==> src/include/bbde_params.svh <==
/*
 file: constants of the bisync buffer descriptor engine: apb offsets,
 descriptor field positions and reset values.
 assumes: included by the engine and the test bench; 32-bit apb, byte addresses.
*/
// Behaviour
// - parity select: odd, zero, even, one
// - parity only under sum check, live changes
// - close rx buffer on control, error, full, command
// - rx descriptor: status, length +2, pointer +4
// - engine owns descriptor while empty flag set
// - rx wrap flag returns to table start
// - rx interrupt flag sets buffer event
// - continuous reuse keeps empty unless error
// - last flag and octet count on closing buffer
// - pll fault flag on recovery error
// - data lost and carrier lost flags
// - rx length counts every stored character
// - rx buffer pointer may be any byte
// - engine writes tx status after sending
// - ready cleared when sent or failed
// - tx wrap flag returns to ring start
// - tx interrupt flag sets done or error event
// - last in message ends block, normal mode
// - send check after picks check, syn or idle
// - continuous reuse keeps ready set
// - tx error clears ready despite reuse
// - check restart resets check before buffer
// - lead escape sends one escape first
// - check include gates buffer into check
`ifndef BBDE_PARAMS_SVH
`define BBDE_PARAMS_SVH
`define BBDE_MODE_OFF 12'h000
`define BBDE_RXSTART_OFF 12'h004
`define BBDE_TXSTART_OFF 12'h008
`define BBDE_MAXLEN_OFF 12'h00c
`define BBDE_CMD_OFF 12'h010
`define BBDE_EVENT_OFF 12'h014
`define BBDE_STATUS_OFF 12'h018
`define BBDE_DMEM_BASE 5'h02
`define BBDE_MAXLEN_RST 16'h0010
`define BBDE_CHECK_LRC 2'h3
`define BBDE_B_OWN 15
`define BBDE_B_WRAP 13
`define BBDE_B_INT 12
`define BBDE_B_LAST 11
`define BBDE_B_FIRST 10
`define BBDE_B_SENDCHK 10
`define BBDE_B_REUSE 9
`define BBDE_B_RESTART 8
`define BBDE_B_PLL 7
`define BBDE_B_LEADESC 7
`define BBDE_B_ESCAFTER 6
`define BBDE_B_INCLUDE 5
`define BBDE_B_LOST 1
`define BBDE_B_STARVED 1
`define BBDE_B_CARRIER 0
`define BBDE_B_CTS 0
`define BBDE_RX_RSVD_MASK 16'hff60
`endif

==> src/include/bbde_pkg.sv <==
/*
 file: types of the bisync buffer descriptor engine.
 assumes: bbde_params.svh is on the include path.
*/
package bbde_pkg;
   typedef enum logic [1:0] {END_NONE, END_BCS, END_SYN, END_IDLE} bbde_end_t;
   typedef enum logic [1:0] {TX_IDLE, TX_RUN, TX_CLOSE} bbde_tx_state_t;
endpackage

==> src/hw/bbde_engine.sv <==
/*
 file: bisync buffer descriptor engine with apb slave and descriptor ram.
 assumes: line-side strobes come from logic on pclk; buffer memory is
 written through the rx_wr_* port and read by the transmitter itself.
*/
`timescale 1ns/1ps
`include "bbde_params.svh"
`default_nettype none
module bbde_engine import bbde_pkg::*; (
   input wire logic pclk, // 10 MHz system clock
   input wire logic presetn, // async reset, active low
   input wire logic psel, // apb select
   input wire logic penable, // apb enable
   input wire logic pwrite, // apb direction
   input wire logic [11:0] paddr, // apb byte address
   input wire logic [31:0] pwdata, // apb write data
   output logic [31:0] prdata, // apb read data
   output logic pready, // apb ready
   output logic pslverr, // unmapped address
   input wire logic rx_char_valid, // received character strobe
   input wire logic [7:0] rx_char, // received character
   input wire logic rx_ctrl_char, // character is a user control char
   input wire logic rx_pll_fault, // clock recovery error
   input wire logic rx_overrun, // receive fifo overrun
   input wire logic rx_carrier_lost, // carrier detect negated
   input wire logic [6:0] tx_char, // character for parity
   input wire logic tx_sent, // buffer fully sent
   input wire logic tx_starved, // transmitter underrun
   input wire logic tx_cts_lost, // clear to send lost
   output logic rx_wr_valid, // buffer byte write strobe
   output logic [31:0] rx_wr_addr, // buffer byte address
   output logic [7:0] rx_wr_data, // buffer byte
   output logic tx_start, // one-cycle start of a buffer
   output logic [31:0] tx_buf_addr, // first byte of tx buffer
   output logic [15:0] tx_buf_len, // octets to send
   output logic tx_lead_escape, // send escape before buffer
   output logic tx_check_restart, // clear block check first
   output logic tx_check_include, // buffer enters block check
   output bbde_end_t tx_end_action, // what follows last char
   output logic tx_escape_after, // stay in escape mode after
   output logic tx_parity_en, // parity bit is sent
   output logic tx_parity_bit // parity bit for tx_char
);
   logic [31:0] dmem [0:31];
   logic [6:0] mode_reg;
   logic [3:0] rx_start_reg, tx_start_reg, rx_idx_reg, tx_idx_reg;
   logic [15:0] maxlen_reg, rx_len_reg, rx_word_reg, tx_word_reg;
   logic [3:0] event_reg;
   logic rx_pend_reg, rx_first_reg;
   bbde_tx_state_t tx_state_reg;
   logic acc_wr, mem_hit, apb_mem_wr, rx_grant, tx_grant, cmd_close, cmd_hunt;
   logic [15:0] rx_st, tx_st, rx_len_next, rx_word_next;
   logic [31:0] rx_ptr, rd_mux;
   logic rx_own, rx_err, rx_store, rx_full, rx_close, rx_busy;
   logic tx_err;
   logic [3:0] ev_set;

   // decodes the descriptor ram word hit by an apb address
   function automatic logic dmem_sel(input logic [11:0] a);
      dmem_sel = (a[11:7] == `BBDE_DMEM_BASE);
   endfunction

   // parity for the seven data bits under the selected mode
   function automatic logic parity_of(input logic [1:0] sel, input logic [6:0] c);
      case (sel)
         2'h0: parity_of = ~(^c);
         2'h1: parity_of = 1'b0;
         2'h2: parity_of = ^c;
         default: parity_of = 1'b1;
      endcase
   endfunction

   // apb decode; writes act at the edge that samples pready high
   assign acc_wr = psel & penable & pready & pwrite;
   assign mem_hit = dmem_sel(paddr);
   assign apb_mem_wr = acc_wr & mem_hit;
   assign cmd_hunt = acc_wr & (paddr == `BBDE_CMD_OFF) & pwdata[0];
   assign cmd_close = acc_wr & (paddr == `BBDE_CMD_OFF) & (pwdata[0] | pwdata[1]);

   // bus wins the ram port; engine writes wait a cycle, lines are slow
   assign rx_grant = rx_pend_reg & ~apb_mem_wr;
   assign tx_grant = (tx_state_reg == TX_CLOSE) & ~apb_mem_wr & ~rx_pend_reg;

   // read mux, evaluated in the setup cycle
   always_comb begin
      rd_mux = 32'h0;
      if (mem_hit) begin
         rd_mux = dmem[paddr[6:2]];
      end else begin
         case (paddr)
            `BBDE_MODE_OFF: rd_mux = {25'h0, mode_reg};
            `BBDE_RXSTART_OFF: rd_mux = {28'h0, rx_start_reg};
            `BBDE_TXSTART_OFF: rd_mux = {28'h0, tx_start_reg};
            `BBDE_MAXLEN_OFF: rd_mux = {16'h0, maxlen_reg};
            `BBDE_EVENT_OFF: rd_mux = {28'h0, event_reg};
            `BBDE_STATUS_OFF: rd_mux = {20'h0, tx_state_reg, rx_pend_reg, rx_first_reg,
                                        tx_idx_reg, rx_idx_reg};
            default: rd_mux = 32'h0;
         endcase
      end
   end

   // one wait-free access phase: pready rises for the access cycle only
   always_ff @(posedge pclk or negedge presetn) begin
      if (!presetn) begin
         pready <= 1'b0;
         pslverr <= 1'b0;
         prdata <= 32'h0;
      end else begin
         pready <= psel & ~penable;
         prdata <= rd_mux;
         pslverr <= psel & ~penable & ~mem_hit & (paddr > `BBDE_STATUS_OFF);
      end
   end

   // configuration registers: mode is enables, check select, parity, fill
   always_ff @(posedge pclk or negedge presetn) begin
      if (!presetn) begin
         mode_reg <= 7'h0;
         rx_start_reg <= 4'h0;
         tx_start_reg <= 4'h0;
         maxlen_reg <= `BBDE_MAXLEN_RST;
      end else if (acc_wr) begin
         case (paddr)
            `BBDE_MODE_OFF: mode_reg <= pwdata[6:0];
            `BBDE_RXSTART_OFF: rx_start_reg <= pwdata[3:0];
            `BBDE_TXSTART_OFF: tx_start_reg <= pwdata[3:0];
            `BBDE_MAXLEN_OFF: maxlen_reg <= pwdata[15:0];
            default: ;
         endcase
      end
   end

   // descriptor ram; no reset, software builds tables before enabling
   always_ff @(posedge pclk) begin
      if (apb_mem_wr) begin
         dmem[paddr[6:2]] <= pwdata;
      end else if (rx_grant) begin
         dmem[{rx_idx_reg, 1'b0}] <= {rx_len_reg, rx_word_reg};
      end else if (tx_grant) begin
         dmem[{tx_idx_reg, 1'b0}] <= {dmem[{tx_idx_reg, 1'b0}][31:16], tx_word_reg};
      end
   end

   // receive side view of the current descriptor
   assign rx_st = dmem[{rx_idx_reg, 1'b0}][15:0];
   assign rx_ptr = dmem[{rx_idx_reg, 1'b1}];
   assign rx_own = rx_st[`BBDE_B_OWN] & mode_reg[0] & ~rx_pend_reg;
   assign rx_err = rx_pll_fault | rx_overrun | rx_carrier_lost;
   assign rx_store = rx_char_valid & rx_own & ~rx_err;
   assign rx_len_next = rx_len_reg + {15'h0, rx_store};
   assign rx_full = rx_store & (rx_len_next >= maxlen_reg);
   assign rx_close = rx_own & (rx_err | cmd_close | (rx_store & (rx_ctrl_char | rx_full)));
   assign rx_busy = rx_char_valid & ~rx_own;

   // closing status word for the receive descriptor
   always_comb begin
      rx_word_next = rx_st & ~`BBDE_RX_RSVD_MASK;
      rx_word_next[`BBDE_B_WRAP] = rx_st[`BBDE_B_WRAP];
      rx_word_next[`BBDE_B_INT] = rx_st[`BBDE_B_INT];
      rx_word_next[`BBDE_B_REUSE] = rx_st[`BBDE_B_REUSE];
      rx_word_next[`BBDE_B_OWN] = rx_st[`BBDE_B_REUSE] & ~rx_err;
      rx_word_next[`BBDE_B_LAST] = rx_err | cmd_hunt | rx_ctrl_char;
      rx_word_next[`BBDE_B_FIRST] = rx_first_reg;
      rx_word_next[`BBDE_B_PLL] = rx_pll_fault;
      rx_word_next[`BBDE_B_LOST] = rx_overrun;
      rx_word_next[`BBDE_B_CARRIER] = rx_carrier_lost;
   end

   // receive walk: store characters, close, then move on in table order
   always_ff @(posedge pclk or negedge presetn) begin
      if (!presetn) begin
         rx_idx_reg <= 4'h0;
         rx_len_reg <= 16'h0;
         rx_word_reg <= 16'h0;
         rx_pend_reg <= 1'b0;
         rx_first_reg <= 1'b1;
      end else if (acc_wr && paddr == `BBDE_RXSTART_OFF) begin
         rx_idx_reg <= pwdata[3:0];
         rx_len_reg <= 16'h0;
         rx_pend_reg <= 1'b0;
         rx_first_reg <= 1'b1;
      end else if (rx_grant) begin
         rx_pend_reg <= 1'b0;
         rx_len_reg <= 16'h0;
         rx_first_reg <= rx_word_reg[`BBDE_B_LAST];
         if (rx_word_reg[`BBDE_B_WRAP]) begin
            rx_idx_reg <= rx_start_reg;
         end else begin
            rx_idx_reg <= rx_idx_reg + 4'h1;
         end
      end else begin
         rx_len_reg <= rx_len_next;
         if (rx_close) begin
            rx_pend_reg <= 1'b1;
            rx_word_reg <= rx_word_next;
            rx_len_reg <= rx_len_next;
         end
      end
   end

   // byte write toward the buffer; pointer alignment is free
   always_ff @(posedge pclk or negedge presetn) begin
      if (!presetn) begin
         rx_wr_valid <= 1'b0;
         rx_wr_addr <= 32'h0;
         rx_wr_data <= 8'h0;
      end else begin
         rx_wr_valid <= rx_store;
         rx_wr_addr <= rx_ptr + {16'h0, rx_len_reg};
         rx_wr_data <= rx_char;
      end
   end

   // transmit descriptor view
   assign tx_st = dmem[{tx_idx_reg, 1'b0}][15:0];
   assign tx_err = tx_starved | tx_cts_lost;

   // transmit walk: start ready buffer, wait for the line, write back
   always_ff @(posedge pclk or negedge presetn) begin
      if (!presetn) begin
         tx_state_reg <= TX_IDLE;
         tx_idx_reg <= 4'h0;
         tx_word_reg <= 16'h0;
         tx_start <= 1'b0;
         tx_buf_addr <= 32'h0;
         tx_buf_len <= 16'h0;
         tx_lead_escape <= 1'b0;
         tx_check_restart <= 1'b0;
         tx_check_include <= 1'b0;
         tx_end_action <= END_NONE;
         tx_escape_after <= 1'b0;
      end else if (acc_wr && paddr == `BBDE_TXSTART_OFF) begin
         tx_idx_reg <= pwdata[3:0];
         tx_state_reg <= TX_IDLE;
         tx_start <= 1'b0;
      end else begin
         tx_start <= 1'b0;
         case (tx_state_reg)
            TX_IDLE: begin
               if (mode_reg[1] && tx_st[`BBDE_B_OWN]) begin
                  tx_start <= 1'b1;
                  tx_buf_addr <= dmem[{tx_idx_reg, 1'b1}];
                  tx_buf_len <= dmem[{tx_idx_reg, 1'b0}][31:16];
                  tx_lead_escape <= tx_st[`BBDE_B_LEADESC];
                  tx_check_restart <= tx_st[`BBDE_B_RESTART];
                  tx_check_include <= tx_st[`BBDE_B_INCLUDE];
                  tx_escape_after <= tx_st[`BBDE_B_ESCAFTER] & ~tx_st[`BBDE_B_LAST];
                  if (!tx_st[`BBDE_B_LAST]) begin
                     tx_end_action <= END_NONE;
                  end else if (tx_st[`BBDE_B_SENDCHK]) begin
                     tx_end_action <= END_BCS;
                  end else begin
                     tx_end_action <= mode_reg[6] ? END_IDLE : END_SYN;
                  end
                  tx_state_reg <= TX_RUN;
               end
            end
            TX_RUN: begin
               if (tx_sent || tx_err) begin
                  tx_word_reg <= tx_st;
                  tx_word_reg[`BBDE_B_OWN] <= tx_st[`BBDE_B_REUSE] & ~tx_err;
                  tx_word_reg[`BBDE_B_STARVED] <= tx_starved;
                  tx_word_reg[`BBDE_B_CTS] <= tx_cts_lost;
                  tx_state_reg <= TX_CLOSE;
               end
            end
            TX_CLOSE: begin
               if (tx_grant) begin
                  tx_state_reg <= TX_IDLE;
                  if (tx_word_reg[`BBDE_B_WRAP]) begin
                     tx_idx_reg <= tx_start_reg;
                  end else begin
                     tx_idx_reg <= tx_idx_reg + 4'h1;
                  end
               end
            end
            default: tx_state_reg <= TX_IDLE;
         endcase
      end
   end

   // events: rx buffer, tx done, tx error, busy; write one to clear
   assign ev_set[0] = rx_grant & rx_word_reg[`BBDE_B_INT];
   assign ev_set[1] = tx_grant & tx_word_reg[`BBDE_B_INT] & ~(|tx_word_reg[1:0]);
   assign ev_set[2] = tx_grant & tx_word_reg[`BBDE_B_INT] & (|tx_word_reg[1:0]);
   assign ev_set[3] = rx_busy;

   // a set in the clearing cycle survives
   always_ff @(posedge pclk or negedge presetn) begin
      if (!presetn) begin
         event_reg <= 4'h0;
      end else if (acc_wr && paddr == `BBDE_EVENT_OFF) begin
         event_reg <= (event_reg & ~pwdata[3:0]) | ev_set;
      end else begin
         event_reg <= event_reg | ev_set;
      end
   end

   // parity follows the live mode, so changes apply on the fly
   always_ff @(posedge pclk or negedge presetn) begin
      if (!presetn) begin
         tx_parity_en <= 1'b0;
         tx_parity_bit <= 1'b0;
      end else begin
         tx_parity_en <= (mode_reg[3:2] == `BBDE_CHECK_LRC);
         tx_parity_bit <= (mode_reg[3:2] == `BBDE_CHECK_LRC) ?
                          parity_of(mode_reg[5:4], tx_char) : 1'b0;
      end
   end

   chk_parity_high: assert property (@(posedge pclk) disable iff (!presetn)
      (mode_reg[5:2] == 4'hf) |=> tx_parity_bit && tx_parity_en)
      else $error("forced one parity not sent");
   chk_parity_off: assert property (@(posedge pclk) disable iff (!presetn)
      (mode_reg[3:2] != `BBDE_CHECK_LRC) |=> !tx_parity_en && !tx_parity_bit)
      else $error("parity sent without sum check");
   chk_rx_wrap: assert property (@(posedge pclk) disable iff (!presetn)
      (rx_grant && rx_word_reg[`BBDE_B_WRAP] && !acc_wr) |=> rx_idx_reg == $past(rx_start_reg))
      else $error("rx table did not wrap");
   chk_rx_event: assert property (@(posedge pclk) disable iff (!presetn)
      (rx_grant && rx_word_reg[`BBDE_B_INT]) |=> event_reg[0])
      else $error("rx buffer event missing");
   chk_rx_error_own: assert property (@(posedge pclk) disable iff (!presetn)
      (rx_close && rx_err && !acc_wr) |=> rx_pend_reg && !rx_word_reg[`BBDE_B_OWN])
      else $error("empty flag kept after error");
   chk_rx_count: assert property (@(posedge pclk) disable iff (!presetn)
      (rx_store && !rx_close && !acc_wr && !rx_grant) |=> rx_len_reg == $past(rx_len_reg) + 16'h1)
      else $error("rx length not counted");
   chk_tx_wrap: assert property (@(posedge pclk) disable iff (!presetn)
      (tx_grant && tx_word_reg[`BBDE_B_WRAP] && !acc_wr) |=> tx_idx_reg == $past(tx_start_reg))
      else $error("tx ring did not wrap");
   chk_tx_err_ready: assert property (@(posedge pclk) disable iff (!presetn)
      (tx_state_reg == TX_RUN && tx_err && !acc_wr) |=> !tx_word_reg[`BBDE_B_OWN] ##1 1'b1)
      else $error("ready kept after tx error");
   chk_tx_event: assert property (@(posedge pclk) disable iff (!presetn)
      (tx_grant && tx_word_reg[`BBDE_B_INT]) |=> (event_reg[1] || event_reg[2]))
      else $error("tx event missing");
endmodule
`default_nettype wire

==> config.mk <==
export PLATFORM = sky130hd
export DESIGN_NAME = bbde_engine
export DESIGN_NICKNAME = d
export VERILOG_FILES = /design/src/include/bbde_pkg.sv /design/src/hw/bbde_engine.sv
export VERILOG_INCLUDE_DIRS = /design/src /design/src/include
export SDC_FILE = /design/constraint.sdc
export NUM_CORES = 2
export LEC_CHECK = 0
export BUFFER_PORTS_ARGS = -buffer_cell sky130_fd_sc_hd__buf_2
export CORE_ASPECT_RATIO = 1.1
export CORE_MARGIN = 2
export CORE_UTILIZATION = 30
export CTS_CLUSTER_SIZE = 12
export DETAILED_ROUTE_END_ITERATION = 10
export HOLD_SLACK_MARGIN = 0.02
export PLACE_DENSITY_LB_ADDON = 0.08
export SYNTH_ARGS = -nofsm -noshare
export SYNTH_HDL_FRONTEND = slang
export SYNTH_SLANG_ARGS = --single-unit
==> constraint.sdc <==
create_clock -name pclk -period 5.98 [get_ports pclk]
set_clock_uncertainty 0.05 [all_clocks]
set_input_delay 0.299 -clock pclk [delete_from_list [all_inputs] [get_ports pclk]]
set_output_delay 0.299 -clock pclk [all_outputs]
set_load 0.01 [all_outputs]
* After elaboration in Yosys (flattened, before gate mapping)
Memory sizes are Yosys's and may differ from the RTL's. A register that Yosys moved wholly into a read port is not among the register bits.
Cells that the tools add are included.
** Operators by class
- Add/subtract/negate cells :: 4
- Order comparisons :: 2
- Equality and inequality tests :: 15
- Muxes and demuxes :: 45
- Bitwise logic cells :: 54
- Reduce and logical (&&, ||, !) cells :: 26
** Operators with widths (number)
- $mux W32 :: 3
- $pmux W16 S6 :: 1
- $reduce_or A32 Y1 :: 2
- $eq A12 B5 Y1 const B :: 3
- $add A32 B16 Y32 :: 1
- $mux W16 :: 2
- $mux W4 :: 8
- $and A1 B1 Y1 :: 28
- $eq A12 B4 Y1 const B :: 2
- $mux W1 :: 21
- $add A16 B1 Y16 :: 1
- $ge A16 B16 Y1 :: 1
- $not A1 Y1 :: 13
- $eq A12 B3 Y1 const B :: 1
- $gt A12 B5 Y1 const B :: 1
- $logic_not A12 Y1 :: 1
- $mux W2 :: 6
- $reduce_and A3 Y1 :: 4
- $mux W5 :: 2
- $reduce_and A2 Y1 :: 5
- $or A1 B1 Y1 :: 9
- $add A4 B1 Y4 const B :: 2
- $or A4 B4 Y4 :: 2
- $reduce_xor A7 Y1 :: 1
- 16 further kinds :: 26
** Word-level totals
- Register bits :: 191
- Memory bits (writable) :: 1024
- Input bits :: 72
- Output and inout port bits :: 132
- Memories :: 1
** Memories
- dmem :: words 32, bits a word 32, rd ports 5, clocked after Yosys merged registers in 1, write ports 1, line bbde_engine.sv:44 : logic [31:0] dmem [0:31];

* Longest topological paths before layout
An unclocked memory read counts as a cell.
- Depth after elaboration :: 15
- Mapped depth :: 22
- Gate-level depth less buffers :: 19

* Worst setup path before layout
Ideal clock, no wire load.
- Path type :: reg2reg
- From :: register rx_idx_reg[0]
- To :: register rx_word_reg[9]
- Setup time :: 0.125 ns
- Arrival :: 4.345 ns
- Path slack :: 1.460 ns
- Stages on the path, launching flop included :: 22
- Path buffers :: 2
- Clock period less this slack :: 4.520 ns
- Cells stage by stage :: dfrtp_1 > buf_6 > mux4_1 > mux4_2 > nand3b_2 > nor2_1 > ha_1 > ha_1 > nand3_1 > inv_1 > nand3_1 > nor2_1 > xor2_1 > ha_1 > nor2b_1 > o21ai_0 > a211oi_1 > o41ai_1 > and3_1 > a211oi_4 > buf_6 > mux2_2
** On the way
- Cells in the longest elaborated chain, start to end :: 13
** RTL lines
- start: declaration :: line bbde_engine.sv:46 : logic [3:0] rx_start_reg, tx_start_reg, rx_idx_reg, tx_idx_reg;
- start signal: assignment :: line bbde_engine.sv:179 : rx_idx_reg <= pwdata[3:0];
- start signal: assignment :: line bbde_engine.sv:188 : rx_idx_reg <= rx_start_reg;
- start signal: assignment :: line bbde_engine.sv:190 : rx_idx_reg <= rx_idx_reg + 4'h1;
- $mem_v2 Z32 W32 *
- $and A1 B1 Y1 * (2 in a row) :: line bbde_engine.sv:148 : assign rx_own = rx_st[`BBDE_B_OWN] & mode_reg[0] & ~rx_pend_reg;
- $and A1 B1 Y1 * (2 in a row) :: line bbde_engine.sv:150 : assign rx_store = rx_char_valid & rx_own & ~rx_err;
- via rx_store :: line bbde_engine.sv:54 : logic rx_own, rx_err, rx_store, rx_full, rx_close, rx_busy;
- $add A16 B1 Y16 :: line bbde_engine.sv:151 : assign rx_len_next = rx_len_reg + {15'h0, rx_store};
- $ge A16 B16 Y1 :: line bbde_engine.sv:152 : assign rx_full = rx_store & (rx_len_next >= maxlen_reg);
- $and A1 B1 Y1 :: line bbde_engine.sv:152
- $or A1 B1 Y1 :: line bbde_engine.sv:153 : assign rx_close = rx_own & (rx_err | cmd_close | (rx_store & (rx_ctrl_char | rx_full)));
- $and A1 B1 Y1 * :: line bbde_engine.sv:153
- $or A1 B1 Y1 * :: line bbde_engine.sv:153
- $and A1 B1 Y1 * :: line bbde_engine.sv:153
- $reduce_and A3 Y1 (no line) *
- end signal: assignment :: line bbde_engine.sv:196 : rx_word_reg <= rx_word_next;
- end: declaration :: line bbde_engine.sv:47 : logic [15:0] maxlen_reg, rx_len_reg, rx_word_reg, tx_word_reg;
The timed path passes the listed nets; every way through them passes the cells marked *.
A chain may end at the register's enable or synchronous reset.

* Worst setup path in the final report
- From :: register rx_idx_reg[0]
- To :: register rx_wr_addr[29]
** On the way
- Cells in the longest elaborated chain, start to end :: 2
** RTL lines
- $mem_v2 Z32 W32
- $add A32 B16 Y32 :: line bbde_engine.sv:210 : rx_wr_addr <= rx_ptr + {16'h0, rx_len_reg};
- end signal: assignment :: line bbde_engine.sv:210
- end: declaration :: line bbde_engine.sv:31 : output logic [31:0] rx_wr_addr,
Every way passes these cells.

==> flow_metrics.py <==
metrics = {
    "outcome": {
        "status": "finished clean",
    },
    "placed_design": {
        "gp_congestion": 0.8485,
        "place_hpwl_microns": 158600,
        "dp_slack_ps": 807.1,
        "numPortBuffers": 203,
    },
    "sta": {
        "drv_slew": 0,
        "worst_pin_slew_ps": 1241,
        "fin_crit_sh_pct": 89.06,
        "setup_viol": 0,
        "final.setup.worst_slack_ps": 654.0,
        "relSlewSlack_pct": 17.07,
        "rsz0062_at_grt": "no",
        "setup_tns_ps": 0,
        "max_freq_ghz": 0.1878,
        "period_needed_ps": 5326,
        "final_hold_viol_count": 0,
    },
    "critical_path": {
        "crit_required_ps": 6590,
        "r2r_end": "rx_wr_addr[29]$_DFF_PN0_",
        "r2r-start": "rx_idx_reg[0]$_DFFE_PN0N_",
        "r2r_cells": 13,
        "crit_type": "reg2reg",
        "rrSetupSlack_ps": 650,
        "crit_arrival_ps": 5940,
        "cp_max_fo": 42,
        "cp-end-kind": "flip-flop",
        "critPathLaunchType": "flip-flop",
    },
    "cts": {
        "cts_made_buffers": 151,
        "hold_buffers": 44,
        "cts_max_level": 4,
        "clockBufferDepth": 3,
        "clock_latency_ps": 820,
        "cts_setup_buffers": 0,
        "cts.sinks": 1247,
        "cts_resized": 0,
        "path_clk_slew_ps": 60,
        "clock-root-buffer": "clkbuf_16",
        "cts_tree": "built",
    },
    "drt": {
        "wl_per_cell_microns": 39.26,
        "firstDrtPassIters": 7,
        "wl_microns": 255500,
        "drc_errors": 0,
        "vias_per_cell": 5.910,
        "ant_nets": 0,
        "vias": 38460,
        "drt_iter0_markers": 4527,
    },
    "hold_path": {
        "hold_start": "paddr[3]",
        "whs_path_depth": 3,
        "min_to": "pslverr$_DFF_PN0_",
        "hold_class": "in2reg",
    },
    "pwr": {
        "p_leak_uw": 0.02586,
        "ir_drop_uv": 426.6,
        "cellPowerDensity_nw_per_um2": 336.1,
    },
    "logic_synthesis": {
        "yosysWarnings": 0,
        "async_flop_share_pct": 17.88,
        "synth_largest_area_cell": "edfxtp_1",
        "ys_seq_elements": 1247,
        "synth_area_sq_um": 61980,
        "ys.flop_type": "edfxtp_1",
        "synth_nets": 3451,
        "yosysSeqAreaShare_pct": 58.62,
        "synthTopCellsByArea": "edfxtp_1 (50%), mux4_2 (25%), dfrtp_1 (8.9%)",
        "yosysUniqueCellTypes": 76,
        "yosysMostFrequentCell": "edfxtp_1",
        "post_synth.cell_area_avg_sq_um": 18.54,
        "postSynthCellCount": 3342,
        "synth_top_area_share_pct": 49.62,
        "ys_top_cells_by_count": "edfxtp_1 (1024), mux4_2 (689), dfrtp_1 (221)",
        "synth-edff-count": 1024,
    },
    "layout": {
        "largest_register": "dmem",
        "drive_above_1_share_pct": 38.75,
        "areaGrowthSynthToFinish_pct": 17.48,
        "multi_input_area_sq_um": 24720,
        "final_nets": 3754,
        "largest_register_ffs": 1024,
        "seqCellArea_sq_um": 36360,
        "nFillCells": 19030,
    },
    "floorplan": {
        "io_pins": 204,
        "die_x_microns": 437.4,
        "coreArea_sq_um": 204900,
        "die_h_microns": 480.7,
        "design.die.area_sq_um": 210200,
        "start_util_pct": 30.25,
        "std_cell_rows": 174,
    },
    "global_routing": {
        "grtUsageTotal_pct": 24.15,
        "grt_pass1_wl_microns": 347800,
        "grt_antenna_before_repair": 13,
        "grt_pass1_vias": 39430,
        "grt_start_max_net_pins": 113,
        "grt-ovfl-total": 0,
    },
    "job": {
        "cap_violations": 0,
    },
}
[critical path: stages (launching register included)]
cell and delay [ps]:
dfrtp_4 540, buf_4 790, mux4_2 620, mux4_2 570
ha_1 440, a21o_1 150, a21o_1 120, a21oi_1 80
o211a_1 240, o21ai_0 550, buf_4 280, nor3b_2 340
nand2_1 140, xnor2_1 150
[placed cells by master, fill, tap and decap left out, types with 31 or more instances in the layout]
cell / n
nor2_4: 32
o21ai_0: 87
nand2_1: 180
dlygate4sd3_1: 44
mux2i_1: 152
dfrtp_1: 213
edfxtp_1: 1024
a21oi_1: 43
buf_4: 135
inv_1: 31
nor2_1: 91
a22oi_1: 37
a221oi_1: 56
ha_1: 36
mux4_1: 37
clkbuf_16: 159
buf_2: 197
mux2_2: 68
mux4_2: 689
xnor2_1: 35
[power by group]
part	internal [uW]	switching, uW
Combinational	2050	2990
Clock	5730	3900
Sequential	9610	183
Total	17400	7080
[worst max-delay path by stage]
stage | from | endpoint | cells after the start
CTS | rx_idx_reg[0]$_DFFE_PN0N_ | rx_wr_addr[31]$_DFF_PN0_ | 13
detailed placement | rx_idx_reg[0]$_DFFE_PN0N_ | rx_wr_addr[31]$_DFF_PN0_ | 13
global placement | rx_idx_reg[0]$_DFFE_PN0N_ | rx_word_reg[0]$_DFFE_PN0P_ | 20
floorplan | rx_idx_reg[0]$_DFFE_PN0N_ | rx_word_reg[9]$_DFFE_PN0P_ | 21
finish | rx_idx_reg[0]$_DFFE_PN0N_ | rx_wr_addr[29]$_DFF_PN0_ | 13
global route | rx_idx_reg[0]$_DFFE_PN0N_ | rx_wr_addr[20]$_DFF_PN0_ | 14
[per-layer routing]
metal | wire length (microns) | GRT usage [%]
met1 | 110900 | 33.96
met2 | 117400 | 37.55
met5 | 0 | 0
met3 | 18430 | 4.635
met4 | 8791 | 8.022
[through the flow]
stage	hold slack, ps	cell area [sq um]	total power (uW)	utilization (%)	std cells
CTS	20.27	72740	24750	35.51	6501
detailed placement	305.3	67150	15010	32.78	6176
floorplan	-46.59	61980	13070	-	3342
global route	56.89	72790	25220	35.53	6502
finish	33.88	72810	24470	35.54	6508
global placement	292.6	67150	15010	32.78	6176
[kinds of logic (layout without fill, tap and decap cells)]
family | Yosys count | after routing | synth area share, %
adders and majority gates | 37 | 37 | 0.7591
DFF | 1247 | 1247 | 58.62
other | 0 | 7 | 0
and+or+nand+nor | 425 | 425 | 3.089
AOI/OAI and AO/OA | 335 | 335 | 3.709
xor gates and xnor gates | 50 | 50 | 0.7066
buffers and inverters | 288 | 719 | 2.398
muxes | 960 | 960 | 30.71
[area by class of cell]
type                            count  share of cell area (%)
Antenna cell                        7                 0.02406
Clock buffer                      202                   5.879
Clock inverter                     79                   1.196
Inverter                           32                  0.1684
Multi-Input combinational cell   1807                   33.96
Sequential cell                  1247                   49.94
Tap cell                         2728                   4.688
Timing Repair Buffer              406                   4.143
Note: power is estimated with default switching activity, not from simulation.
